$ cat src/rtl/cdag_regs.svh
// register offsets, field positions, reset values and timing counts for the decode block
`ifndef CDAG_REGS_SVH
`define CDAG_REGS_SVH

// clock rate and time-to-cycle conversion, rounded up to whole cycles
`define CDAG_CLK_MHZ 40
`define CDAG_CYC(t_ns) ((((t_ns) * `CDAG_CLK_MHZ) + 999) / 1000)

// register byte offsets on the apb slave
`define CDAG_OFF_CTRL 12'h000
`define CDAG_OFF_STATUS 12'h004
`define CDAG_OFF_EA 12'h008
`define CDAG_OFF_OP 12'h00c

// control register fields and reset value
`define CDAG_CTRL_CFG8K_BIT 0
`define CDAG_CTRL_RESUME_BIT 1
`define CDAG_CTRL_RESET 1'h0

// status register fields
`define CDAG_ST_HALT_BIT 0
`define CDAG_ST_INTEN_BIT 1
`define CDAG_ST_BANK_BIT 2
`define CDAG_ST_BUSY_BIT 3
`define CDAG_ST_ZSAVE_LSB 4

// op register field position of the cycle count
`define CDAG_OP_CYC_LSB 16

// execution times in ns
`define CDAG_T_LS_NS 3390
`define CDAG_T_LS_IND_NS 5090
`define CDAG_T_ARITH_NS 7630
`define CDAG_T_ARITH_IND_NS 9330
`define CDAG_T_INCR_NS 9330
`define CDAG_T_INCR_IND_NS 11020
`define CDAG_T_JSPC_NS 4660
`define CDAG_T_JSPC_IND_NS 6360
`define CDAG_T_IO_NS 4660
`define CDAG_T_SHIFT_BASE_NS 3400
`define CDAG_T_SHIFT_STEP_NS 424
`define CDAG_T_SKIP_NS 3390
`define CDAG_T_GEN_SHORT_NS 2540
`define CDAG_T_GEN_MID_NS 3390
`define CDAG_T_GEN_LONG_NS 7630

// derived cycle counts
`define CDAG_C_LS `CDAG_CYC(`CDAG_T_LS_NS)
`define CDAG_C_LS_IND `CDAG_CYC(`CDAG_T_LS_IND_NS)
`define CDAG_C_ARITH `CDAG_CYC(`CDAG_T_ARITH_NS)
`define CDAG_C_ARITH_IND `CDAG_CYC(`CDAG_T_ARITH_IND_NS)
`define CDAG_C_INCR `CDAG_CYC(`CDAG_T_INCR_NS)
`define CDAG_C_INCR_IND `CDAG_CYC(`CDAG_T_INCR_IND_NS)
`define CDAG_C_JSPC `CDAG_CYC(`CDAG_T_JSPC_NS)
`define CDAG_C_JSPC_IND `CDAG_CYC(`CDAG_T_JSPC_IND_NS)
`define CDAG_C_IO `CDAG_CYC(`CDAG_T_IO_NS)
`define CDAG_C_SKIP `CDAG_CYC(`CDAG_T_SKIP_NS)
`define CDAG_C_GEN_SHORT `CDAG_CYC(`CDAG_T_GEN_SHORT_NS)
`define CDAG_C_GEN_MID `CDAG_CYC(`CDAG_T_GEN_MID_NS)
`define CDAG_C_GEN_LONG `CDAG_CYC(`CDAG_T_GEN_LONG_NS)

`endif

$ cat src/rtl/cdag_pkg.sv
// types shared by the decode and address generation block
package cdag_pkg;

	typedef enum logic [2:0] {
		cdag_cl_memref = 3'h0,
		cdag_cl_io = 3'h1,
		cdag_cl_shift = 3'h2,
		cdag_cl_skip = 3'h3,
		cdag_cl_generic = 3'h4,
		cdag_cl_undef = 3'h5
	} cdag_class_t;

	typedef enum logic [2:0] {
		cdag_mr_none = 3'h0,
		cdag_mr_load_acc = 3'h1,
		cdag_mr_store_acc = 3'h2,
		cdag_mr_jump = 3'h3,
		cdag_mr_add = 3'h4,
		cdag_mr_and_acc = 3'h5,
		cdag_mr_incr_replace_skip = 3'h6,
		cdag_mr_jump_store_pc = 3'h7
	} cdag_mr_op_t;

	typedef enum logic [2:0] {
		cdag_io_input_to_acc = 3'h0,
		cdag_io_skip_if_device_set = 3'h1,
		cdag_io_output_from_acc = 3'h2,
		cdag_io_output_control_pulse = 3'h3,
		cdag_io_set_int_mask = 3'h4
	} cdag_io_op_t;

	typedef enum logic [1:0] {
		cdag_sh_logical_right_shift = 2'h0,
		cdag_sh_arith_right_shift = 2'h1,
		cdag_sh_rotate_acc_right = 2'h2,
		cdag_sh_none = 2'h3
	} cdag_shift_op_t;

	typedef enum logic [3:0] {
		cdag_gn_none = 4'h0,
		cdag_gn_halt_op = 4'h1,
		cdag_gn_ones_complement_acc = 4'h2,
		cdag_gn_twos_complement_acc = 4'h3,
		cdag_gn_stall_online = 4'h4,
		cdag_gn_bank_to_acc = 4'h5,
		cdag_gn_int_save = 4'h6,
		cdag_gn_overflow_to_acc = 4'h7,
		cdag_gn_acc_to_bank = 4'h8,
		cdag_gn_int_return = 4'h9,
		cdag_gn_int_enable_op = 4'ha,
		cdag_gn_int_inhibit_op = 4'hb,
		cdag_gn_clear_acc = 4'hc
	} cdag_gen_op_t;

	typedef enum logic [1:0] {
		cdag_st_idle = 2'h0,
		cdag_st_ind = 2'h1,
		cdag_st_exec = 2'h2,
		cdag_st_done = 2'h3
	} cdag_state_t;

	// one decoded instruction
	typedef struct packed {
		cdag_class_t cls;
		cdag_mr_op_t mr_op;
		logic indirect;
		logic sector;
		cdag_io_op_t io_op;
		logic [5:0] device;
		cdag_shift_op_t shift_op;
		logic [3:0] shift_n;
		logic [2:0] skip_cond;
		logic skip_inv;
		cdag_gen_op_t gen_op;
	} cdag_dec_t;

	typedef struct packed {
		logic psel;
		logic penable;
		logic pwrite;
		logic [11:0] paddr;
		logic [31:0] pwdata;
	} cdag_apb_req_t;

	typedef struct packed {
		logic pready;
		logic pslverr;
		logic [31:0] prdata;
	} cdag_apb_rsp_t;

	// all state of the core
	typedef struct packed {
		cdag_state_t st;
		logic [11:0] word;
		logic [12:0] pc;
		cdag_dec_t dec;
		logic [12:0] ea;
		logic [11:0] acc;
		logic acc_we;
		logic skip;
		logic bank;
		logic [1:0] zsave;
		logic int_en;
		logic halt;
		logic cfg_8k;
		logic [9:0] cycles;
		logic [9:0] elapsed;
		logic [31:0] rdata;
	} cdag_core_s_t;

endpackage : cdag_pkg

$ cat src/rtl/cdag_timer.sv
// down counter that times one instruction's execution
`timescale 1ns/10ps
module cdag_timer #(
	parameter int W = 10
) (
	input wire logic clk_in, // cpu clock
	input wire logic reset_n_in, // master clear, active low
	input wire logic load_in, // load a new count
	input wire logic [W-1:0] load_val_in, // instruction cycles minus two
	output logic expired_out // count has reached zero
);
	typedef struct packed {
		logic [W-1:0] count;
	} cdag_tmr_s_t;

	cdag_tmr_s_t s_q;
	cdag_tmr_s_t s_d;

	// load wins over counting; holds at zero
	always_comb begin
		s_d = s_q;
		if (load_in) begin
			s_d.count = load_val_in;
		end else if (s_q.count != '0) begin
			s_d.count = s_q.count - 1'b1;
		end
	end

	always_ff @(posedge clk_in or negedge reset_n_in) begin
		if (!reset_n_in) begin
			s_q <= '0;
		end else begin
			s_q <= s_d;
		end
	end

	assign expired_out = (s_q.count == '0);
endmodule : cdag_timer

$ cat src/rtl/cdag_core.sv
// instruction decode and effective address generation with apb status access
// How it works
// - memory-reference words carry a 7-bit direct field reaching 128 words
// - memory is split in 128-word sectors, 32 in 4K and 64 in 8K
// - sector bit zero picks a primary sector, one picks the instruction's sector
// - indirect bit one takes the 12-bit word at the direct address as address
// - lower bank with bank bit zero addresses exactly like 4K mode
// - upper bank with bank bit one adds 10000 octal to every address
// - lower bank, bank bit one: direct stays low, indirect gets 10000 octal added
// - upper bank, bank bit zero: direct stays upper, indirect falls low
// - memory opcodes 1 to 7 decode to the seven memory operations
// - codes 40xx to 43xx decode the device operations, 4301 sets mask
// - shift time is a base plus a per-position step times the count
// - skip codes test sign, zero and overflow, 03xx skips on the inverse
// - generic codes halt, complement, negate, clear and stall until on-line
// - generic codes copy overflow, save, return, enable and inhibit interrupts
// - generic codes copy bank to accumulator and accumulator to bank
// - direct load, store, jump take 3.39 us, indirect 5.09 us
// - add and and 7.63/9.33, increment-skip 9.33/11.02, jump-store 4.66/6.36 us
// - every device operation takes 4.66 us
// - in 8K the bank register forms the top bit of an indirect address
`timescale 1ns/10ps
`include "cdag_regs.svh"
module cdag_core (
	input wire logic clk_in, // cpu clock, 40 MHz
	input wire logic reset_n_in, // master clear, active low, asynchronous
	input wire cdag_pkg::cdag_apb_req_t apb_in, // apb request
	output cdag_pkg::cdag_apb_rsp_t apb_out, // apb response
	input wire logic instr_valid_in, // instruction word offered
	output logic instr_ready_out, // instruction taken this cycle
	input wire logic [11:0] instr_word_in, // instruction word
	input wire logic [12:0] pc_in, // location of the instruction
	input wire logic [11:0] acc_in, // accumulator contents
	input wire logic overflow_in, // overflow flip-flop
	input wire logic online_in, // on-line condition for the stall op
	output logic mem_rd_out, // indirect word read request
	output logic [12:0] mem_addr_out, // indirect word address
	input wire logic mem_ack_in, // read data valid
	input wire logic [11:0] mem_rdata_in, // read data
	output logic done_out, // execution complete, one cycle
	output logic busy_out, // instruction in progress
	output cdag_pkg::cdag_dec_t dec_out, // decoded instruction
	output logic [12:0] ea_out, // effective address
	output logic [11:0] acc_res_out, // new accumulator value
	output logic acc_we_out, // acc_res_out is to be written
	output logic skip_out // skip the next instruction
);
	cdag_pkg::cdag_core_s_t s_q;
	cdag_pkg::cdag_core_s_t s_d;
	logic tmr_load;
	logic [9:0] tmr_val;
	logic tmr_expired;
	logic apb_wr;
	logic apb_setup;
	logic resume;
	logic take;
	cdag_pkg::cdag_dec_t dec_new;
	logic [12:0] direct_addr;
	logic [11:0] acc_new;
	logic acc_we_new;
	logic skip_new;
	logic bank_eff;

	// split a word into its group and fields
	function automatic cdag_pkg::cdag_dec_t cdag_decode(input logic [11:0] w);
		cdag_pkg::cdag_dec_t d;
		d = '0;
		d.cls = cdag_pkg::cdag_cl_undef;
		d.shift_op = cdag_pkg::cdag_sh_none;
		if (w[10:8] != 3'h0) begin
			d.cls = cdag_pkg::cdag_cl_memref;
			d.mr_op = cdag_pkg::cdag_mr_op_t'(w[10:8]);
			d.indirect = w[11];
			d.sector = w[7];
		end else if (w[11]) begin
			d.cls = cdag_pkg::cdag_cl_io;
			d.device = w[5:0];
			if (w[7:6] == 2'h3 && w[5:0] == 6'h01) begin
				d.io_op = cdag_pkg::cdag_io_set_int_mask;
			end else begin
				d.io_op = cdag_pkg::cdag_io_op_t'({1'b0, w[7:6]});
			end
		end else begin
			case (w[7:6])
				2'h1: begin
					d.shift_op = cdag_pkg::cdag_shift_op_t'(w[5:4]);
					d.shift_n = w[3:0];
					d.cls = (w[5:4] == 2'h3) ? cdag_pkg::cdag_cl_undef : cdag_pkg::cdag_cl_shift;
				end
				2'h2, 2'h3: begin
					d.skip_cond = w[2:0];
					d.skip_inv = w[6];
					if (w[5:3] == 3'h0 && w[2:0] <= 3'h4) begin
						d.cls = cdag_pkg::cdag_cl_skip;
					end
				end
				default: begin
					d.cls = cdag_pkg::cdag_cl_generic;
					case (w[5:0])
						6'h00: d.gen_op = cdag_pkg::cdag_gn_halt_op;
						6'h03: d.gen_op = cdag_pkg::cdag_gn_ones_complement_acc;
						6'h05: d.gen_op = cdag_pkg::cdag_gn_twos_complement_acc;
						6'h11: d.gen_op = cdag_pkg::cdag_gn_stall_online;
						6'h12: d.gen_op = cdag_pkg::cdag_gn_bank_to_acc;
						6'h14: d.gen_op = cdag_pkg::cdag_gn_int_save;
						6'h18: d.gen_op = cdag_pkg::cdag_gn_overflow_to_acc;
						6'h21: d.gen_op = cdag_pkg::cdag_gn_acc_to_bank;
						6'h22: d.gen_op = cdag_pkg::cdag_gn_int_return;
						6'h24: d.gen_op = cdag_pkg::cdag_gn_int_enable_op;
						6'h28: d.gen_op = cdag_pkg::cdag_gn_int_inhibit_op;
						6'h30: d.gen_op = cdag_pkg::cdag_gn_clear_acc;
						default: d.cls = cdag_pkg::cdag_cl_undef;
					endcase
				end
			endcase
		end
		return d;
	endfunction : cdag_decode

	// execution time of one decoded instruction in clock cycles
	function automatic logic [9:0] cdag_cycles(input cdag_pkg::cdag_dec_t d);
		int t;
		t = `CDAG_C_GEN_SHORT;
		case (d.cls)
			cdag_pkg::cdag_cl_memref: begin
				case (d.mr_op)
					cdag_pkg::cdag_mr_add, cdag_pkg::cdag_mr_and_acc:
						t = d.indirect ? `CDAG_C_ARITH_IND : `CDAG_C_ARITH;
					cdag_pkg::cdag_mr_incr_replace_skip:
						t = d.indirect ? `CDAG_C_INCR_IND : `CDAG_C_INCR;
					cdag_pkg::cdag_mr_jump_store_pc:
						t = d.indirect ? `CDAG_C_JSPC_IND : `CDAG_C_JSPC;
					default:
						t = d.indirect ? `CDAG_C_LS_IND : `CDAG_C_LS;
				endcase
			end
			cdag_pkg::cdag_cl_io: t = `CDAG_C_IO;
			cdag_pkg::cdag_cl_shift:
				t = `CDAG_CYC(`CDAG_T_SHIFT_BASE_NS + `CDAG_T_SHIFT_STEP_NS * int'(d.shift_n));
			cdag_pkg::cdag_cl_skip: t = `CDAG_C_SKIP;
			cdag_pkg::cdag_cl_generic: begin
				case (d.gen_op)
					cdag_pkg::cdag_gn_ones_complement_acc, cdag_pkg::cdag_gn_twos_complement_acc:
						t = `CDAG_C_GEN_LONG;
					cdag_pkg::cdag_gn_stall_online, cdag_pkg::cdag_gn_bank_to_acc,
					cdag_pkg::cdag_gn_int_save, cdag_pkg::cdag_gn_overflow_to_acc:
						t = `CDAG_C_GEN_MID;
					default: t = `CDAG_C_GEN_SHORT;
				endcase
			end
			default: t = `CDAG_C_GEN_SHORT;
		endcase
		return t[9:0];
	endfunction : cdag_cycles

	// in 4K mode the bank register takes no part in addressing
	assign bank_eff = s_q.cfg_8k & s_q.bank;
	assign take = instr_valid_in && (s_q.st == cdag_pkg::cdag_st_idle) && !s_q.halt;
	assign dec_new = cdag_decode(instr_word_in);

	// direct address: bank and sector from the instruction's location or a primary sector
	always_comb begin
		direct_addr = {s_q.cfg_8k & pc_in[12], 5'h00, instr_word_in[6:0]};
		if (instr_word_in[7]) begin
			direct_addr[11:7] = pc_in[11:7];
		end
	end

	// accumulator and skip results, taken from the values seen at issue
	always_comb begin
		acc_new = acc_in;
		acc_we_new = 1'b0;
		skip_new = 1'b0;
		case (dec_new.cls)
			cdag_pkg::cdag_cl_shift: begin
				acc_we_new = 1'b1;
				case (dec_new.shift_op)
					cdag_pkg::cdag_sh_logical_right_shift: acc_new = acc_in >> dec_new.shift_n;
					cdag_pkg::cdag_sh_arith_right_shift:
						acc_new = 12'($signed(acc_in) >>> dec_new.shift_n);
					default: acc_new = 12'({acc_in, acc_in, acc_in} >> dec_new.shift_n);
				endcase
			end
			cdag_pkg::cdag_cl_skip: begin
				case (dec_new.skip_cond)
					3'h1: skip_new = acc_in[11];
					3'h2: skip_new = (acc_in == 12'h000);
					3'h3: skip_new = acc_in[11] || (acc_in == 12'h000);
					3'h4: skip_new = overflow_in;
					default: skip_new = 1'b0;
				endcase
				skip_new = skip_new ^ dec_new.skip_inv;
			end
			cdag_pkg::cdag_cl_generic: begin
				acc_we_new = 1'b1;
				case (dec_new.gen_op)
					cdag_pkg::cdag_gn_ones_complement_acc: acc_new = ~acc_in;
					cdag_pkg::cdag_gn_twos_complement_acc: acc_new = 12'h000 - acc_in;
					cdag_pkg::cdag_gn_clear_acc: acc_new = 12'h000;
					cdag_pkg::cdag_gn_overflow_to_acc: acc_new = {11'h000, overflow_in};
					cdag_pkg::cdag_gn_bank_to_acc: acc_new = {11'h000, bank_eff};
					default: acc_we_new = 1'b0;
				endcase
			end
			default: acc_we_new = 1'b0;
		endcase
	end

	assign apb_setup = apb_in.psel && !apb_in.penable;
	assign apb_wr = apb_in.psel && apb_in.penable && apb_in.pwrite;
	assign resume = apb_wr && (apb_in.paddr == `CDAG_OFF_CTRL) && apb_in.pwdata[`CDAG_CTRL_RESUME_BIT];

	// register bus, sequencing and the effects applied at completion
	always_comb begin
		s_d = s_q;
		tmr_load = 1'b0;
		tmr_val = 10'h000;
		if (s_q.elapsed != 10'h3ff) begin
			s_d.elapsed = s_q.elapsed + 10'h001;
		end
		if (apb_setup) begin
			s_d.rdata = 32'h0000_0000;
			case (apb_in.paddr)
				`CDAG_OFF_CTRL: s_d.rdata[`CDAG_CTRL_CFG8K_BIT] = s_q.cfg_8k;
				`CDAG_OFF_STATUS: begin
					s_d.rdata[`CDAG_ST_HALT_BIT] = s_q.halt;
					s_d.rdata[`CDAG_ST_INTEN_BIT] = s_q.int_en;
					s_d.rdata[`CDAG_ST_BANK_BIT] = s_q.bank;
					s_d.rdata[`CDAG_ST_BUSY_BIT] = (s_q.st != cdag_pkg::cdag_st_idle);
					s_d.rdata[`CDAG_ST_ZSAVE_LSB +: 2] = s_q.zsave;
				end
				`CDAG_OFF_EA: s_d.rdata[12:0] = s_q.ea;
				`CDAG_OFF_OP: begin
					s_d.rdata[11:0] = s_q.word;
					s_d.rdata[`CDAG_OP_CYC_LSB +: 10] = s_q.cycles;
				end
				default: s_d.rdata = 32'h0000_0000;
			endcase
		end
		if (apb_wr && apb_in.paddr == `CDAG_OFF_CTRL) begin
			s_d.cfg_8k = apb_in.pwdata[`CDAG_CTRL_CFG8K_BIT];
		end
		if (resume) begin
			s_d.halt = 1'b0;
		end
		case (s_q.st)
			cdag_pkg::cdag_st_idle: begin
				if (take) begin
					s_d.word = instr_word_in;
					s_d.pc = {s_q.cfg_8k & pc_in[12], pc_in[11:0]};
					s_d.dec = dec_new;
					s_d.ea = direct_addr;
					s_d.acc = (dec_new.gen_op == cdag_pkg::cdag_gn_acc_to_bank) ? acc_in : acc_new;
					s_d.acc_we = acc_we_new;
					s_d.skip = skip_new;
					s_d.cycles = cdag_cycles(dec_new);
					s_d.elapsed = 10'h001;
					tmr_load = 1'b1;
					// expiry is seen one edge before the done state, so load two less than the count
					tmr_val = cdag_cycles(dec_new) - 10'h002;
					if (dec_new.cls == cdag_pkg::cdag_cl_memref && dec_new.indirect) begin
						s_d.st = cdag_pkg::cdag_st_ind;
					end else begin
						s_d.st = cdag_pkg::cdag_st_exec;
					end
				end
			end
			cdag_pkg::cdag_st_ind: begin
				// one level only: the fetched word is final, never indirect again
				if (mem_ack_in) begin
					s_d.ea = {bank_eff, mem_rdata_in};
					s_d.st = cdag_pkg::cdag_st_exec;
				end
			end
			cdag_pkg::cdag_st_exec: begin
				if (tmr_expired) begin
					if (s_q.dec.cls == cdag_pkg::cdag_cl_generic &&
						s_q.dec.gen_op == cdag_pkg::cdag_gn_stall_online && !online_in) begin
						s_d.st = cdag_pkg::cdag_st_exec;
					end else begin
						s_d.st = cdag_pkg::cdag_st_done;
					end
				end
			end
			cdag_pkg::cdag_st_done: begin
				s_d.st = cdag_pkg::cdag_st_idle;
				if (s_q.dec.cls == cdag_pkg::cdag_cl_generic) begin
					case (s_q.dec.gen_op)
						cdag_pkg::cdag_gn_halt_op: s_d.halt = 1'b1;
						cdag_pkg::cdag_gn_acc_to_bank: s_d.bank = s_q.acc[0];
						cdag_pkg::cdag_gn_int_save: s_d.zsave = {s_q.pc[12], s_q.bank};
						cdag_pkg::cdag_gn_int_return: s_d.bank = s_q.zsave[0];
						cdag_pkg::cdag_gn_int_enable_op: s_d.int_en = 1'b1;
						cdag_pkg::cdag_gn_int_inhibit_op: s_d.int_en = 1'b0;
						default: s_d.halt = s_d.halt;
					endcase
				end
			end
			default: s_d.st = cdag_pkg::cdag_st_idle;
		endcase
	end

	always_ff @(posedge clk_in or negedge reset_n_in) begin
		if (!reset_n_in) begin
			s_q <= '0;
			s_q.cfg_8k <= `CDAG_CTRL_RESET;
		end else begin
			s_q <= s_d;
		end
	end

	cdag_timer #(
		.W(10)
	) u_timer (
		.clk_in(clk_in),
		.reset_n_in(reset_n_in),
		.load_in(tmr_load),
		.load_val_in(tmr_val),
		.expired_out(tmr_expired)
	);

	// zero-wait slave; unmapped offsets answer with an error
	always_comb begin
		apb_out.pready = 1'b1;
		apb_out.prdata = s_q.rdata;
		apb_out.pslverr = apb_in.psel && apb_in.penable &&
			!(apb_in.paddr == `CDAG_OFF_CTRL || apb_in.paddr == `CDAG_OFF_STATUS ||
			apb_in.paddr == `CDAG_OFF_EA || apb_in.paddr == `CDAG_OFF_OP);
	end

	assign instr_ready_out = take;
	assign mem_rd_out = (s_q.st == cdag_pkg::cdag_st_ind);
	assign mem_addr_out = s_q.ea;
	assign done_out = (s_q.st == cdag_pkg::cdag_st_done);
	assign busy_out = (s_q.st != cdag_pkg::cdag_st_idle);
	assign dec_out = s_q.dec;
	assign ea_out = s_q.ea;
	assign acc_res_out = s_q.acc;
	assign acc_we_out = s_q.acc_we;
	assign skip_out = s_q.skip;

	localparam int bank_load_cyc = `CDAG_C_GEN_SHORT;
endmodule : cdag_core

$ cat config.mk
export PLATFORM = sky130hd
export DESIGN_NAME = cdag_core
export DESIGN_NICKNAME = d
export VERILOG_FILES = /design/src/rtl/cdag_pkg.sv /design/src/rtl/cdag_timer.sv /design/src/rtl/cdag_core.sv
export VERILOG_INCLUDE_DIRS = /design/src /design/src/rtl
export SDC_FILE = /design/constraint.sdc
export NUM_CORES = 1
export LEC_CHECK = 0
export BUFFER_PORTS_ARGS = -buffer_cell sky130_fd_sc_hd__buf_2
export CAP_MARGIN = 20
export CORE_MARGIN = 2
export CORE_UTILIZATION = 35
export DETAILED_ROUTE_END_ITERATION = 7
export HOLD_SLACK_MARGIN = 0.03
export PLACE_DENSITY = 0.65
export SETUP_SLACK_MARGIN = 0.5
export SYNTH_ARGS = -nofsm -noshare
export SYNTH_HDL_FRONTEND = slang
export SYNTH_HIERARCHICAL = 1
export SYNTH_SLANG_ARGS = --single-unit
export TNS_END_PERCENT = 1
$ cat constraint.sdc
create_clock -name clk_in -period 3.4 [get_ports clk_in]
set_input_delay 0.17 -clock clk_in [delete_from_list [all_inputs] [get_ports clk_in]]
set_output_delay 0.17 -clock clk_in [all_outputs]
set_load 0.02 [all_outputs]
==> results.toml <==
[power]
pwr-share-comb_pct = 33.3
ir_worst_vdd_uv = 362
power.density_nw_per_um2 = 293
power.internal_mw = 3.32
power.switching_mw = 1.48
p_seq_share_pct = 30.2
clockPowerShare_pct = 36.4
leakage_nw = 7.54
switching_share_pct = 30.9

[global_route]
grt_pass1_wl_um = 65600
grt_antenna_before_repair = 7
overflow = 0
grt_pass1_vias = 12703
track_usage_pct = 22.1
grt_max_degree = 96

[layout]
seqCellArea_sq_um = 3050
fin_nets = 2102
drive_gt1_share_pct = 34.7
multi_input_area_sq_um = 8700
final_cell_area_sq_um = 16400
finish.utilization_pct = 47.4
n_fill_cell = 3388
layout.cells.non_filler = 2422
area_growth_pct = 32.9

[logic_synthesis]
async_reset_ff_share_pct = 100
ys.flop_type = "dfrtp_1"
ys_types = 113
synth_seq_area_share_pct = 24.7
synth_top_area_cell = "dfrtp_1"
synth_top_area_share_pct = 24.7
synth_area_sq_um = 12400
ys_ff_latch = 122
yosysMostFrequentCell = "nand2_1"
syn_inst = 1616
synth_warnings = 6
synth_edf_count = 0
avgSynthCellArea_sq_um = 7.65
synth_area_leaders = "dfrtp_1 (25%), nand2_1 (7.4%), buf_4 (6.3%)"
netlist_top_cells_count = "nand2_1 (243), nor2_1 (151), dfrtp_1 (122)"

[cts]
numCtsBuffers = 17
cts_root_buf = "clkbuf_16"
path_clk_slew_ps = 50
clkSinkCount = 122
cts_buffer_depth = 2
cts_tree = "done"
htreeDepth = 4
clk_latency_ps = 420

[detailed_routing]
viasPerCell = 5.45
postRouteAntennaNets = 0
drc = 0
totalWireLength_um = 41500
drtPass1Iterations = 5
drtIter0Drc = 917
wire_per_inst_um = 17.1
vias = 13212

[worst_setup_path]
crit_required_ps = 3710
r2r_setup_slack_ps = 740
crit_fanout = 6
start_kind = "input port"
cp.arrival_ps = 11380
slowest_stage = "or4_1"
slowest_delay_ps = 530
worst_setup_path_end_kind = "flop"
path_class = "input port to flop"

[timing]
tightest_slew_ps = 899
setup_ws_ps = -7670
max_clock_freq_mhz = 90.3
hold_violations = 0
drv_slew = 0
maxSlewHeadroom_pct = 40.0
finalSetupTns_ps = -105730
rsz0062_at_grt = "true"
finalSetupViolCount = 17
fin_skew_ps = 7.80
finalCriticalPeriod_ps = 11070
fin_crit_sh_pct = 326

[die]
core_area_sq_um = 34600
num_rows = 68
initial_core_util_pct = 35.7
die_w_um = 192
pin_count = 211
die_h_um = 192
die_area_sq_um = 36900

[placement]
post_dp_cell_area_sq_um = 15300
portBuffers = 163
place_hpwl_um = 32200
globalplace.congestion = 0.930
dp_cells = 2377

[run]
maxCapViolations = 0

[min_path]
hp-class = "input port to flop"

[run_status]
outcome = "complete, but fails checks"
violations = "setup timing"
## power by group through the flow
stage / clock (mW) / combinational (mW) / sequential, mW
after floorplan: 0 / 0.786 / 1.48
after global placement: 0 / 1.42 / 1.48
after detailed placement: 0 / 1.45 / 1.48
after CTS: 1.78 / 1.54 / 1.45
after global routing: 1.84 / 1.73 / 1.45
final: 1.75 / 1.60 / 1.45
## layout by cell type (no fill, tap or decap), types with 14 or more instances in the layout
master / Yosys / final
nor3_1: 41 / 35
mux2i_1: 33 / 30
a22oi_1: 15 / 14
nand3_1: 47 / 46
clkbuf_16: 0 / 17
ha_1: 49 / 45
o21ai_0: 117 / 108
nor4_1: 25 / 18
o21a_1: 17 / 17
inv_1: 36 / 34
nand2b_1: 15 / 15
o31ai_1: 20 / 16
buf_2: 2 / 162
nand2_1: 243 / 240
dfrtp_1: 122 / 122
buf_4: 104 / 329
a21oi_1: 90 / 85
xnor2_1: 44 / 42
a21o_1: 14 / 14
nor2_1: 151 / 144
a31oi_1: 24 / 21
## kinds of logic (layout without fill, tap and decap cells)
family          count (synthesis)  after routing  share of synthesized area (%)
simple gates                  654            654                           25.9
compound gates                448            448                           25.2
flops                         122            122                           24.7
other cells                     2             15                         0.0607
fa+ha+maj                      50             50                           5.12
buf+inv                       232            570                           10.5
mux                            48             48                           4.15
xor+xnor                       60             60                           4.47
## stage by stage
step / power [mW] / hold WS (ps) / setup slack (ps)
CTS: 4.78 / 30.2 / -7520
detailed placement: 2.92 / 315 / -8330
floorplan: 2.26 / -126 / -8150
finish: 4.81 / 43.2 / -7670
global placement: 2.90 / 318 / -7980
global route: 5.02 / 37.2 / -8250
## layout make-up
class / instances / area share (%)
timing repair buffer: 500 / 20.6
sequential: 122 / 18.6
antenna: 5 / 0.0761
inverter: 39 / 0.929
clock inverter: 8 / 0.579
clock buffer: 23 / 2.85
multi-input combinational: 1270 / 53.0
tap: 455 / 3.46
## flip-flops by register name, indices dropped and copies added, names as in the netlist
register	cells
acc_res_out	12
acc_we_out	1
apb_out	23
dec_out	31
ea_out	13
s_q	31
skip_out	1
u_timer/s_q	10
## worst max-delay path: cells and delay by family
| family | cells | cell delay [ps] |
|---|---|---|
| mux | 3 | 740 |
| fa+ha+maj | 7 | 1620 |
| xor+xnor | 5 | 840 |
| simple gates | 17 | 3110 |
| buf+inv | 6 | 850 |
| compound gates | 17 | 4030 |
## metal layers
layer  global-route usage [%]  part of all wire [%]
met1                     28.5                    44
met4                     7.46                   2.8
met5                        0                 0.055
met2                     37.7                    47
met3                     3.42                   5.8
## timing repair
item | in CTS | in global routing
hold endpoints to repair | 94 | 0
pin swaps | 12 | 6
buffers inserted | 6 | 1
gates resized for setup | 71 | 26
setup endpoints to repair | 29 | 27
hold buffers | 2 | 0
## path summary, 6_finish.rpt
kind / start / endpoint / cells past startpoint
min in group asynchronous: reset_n_in / apb_out[22] / 2
min: pc_in[12] / s_q[128] / 3
max reg2reg: s_q[141] / ea_out[12] / 8
max in group asynchronous: reset_n_in / skip_out / 3
max: instr_word_in[10] / u_timer/s_q[7] / 55
min reg2reg: s_q[128] / s_q[128] / 2
(Power assumes the default switching activity.)
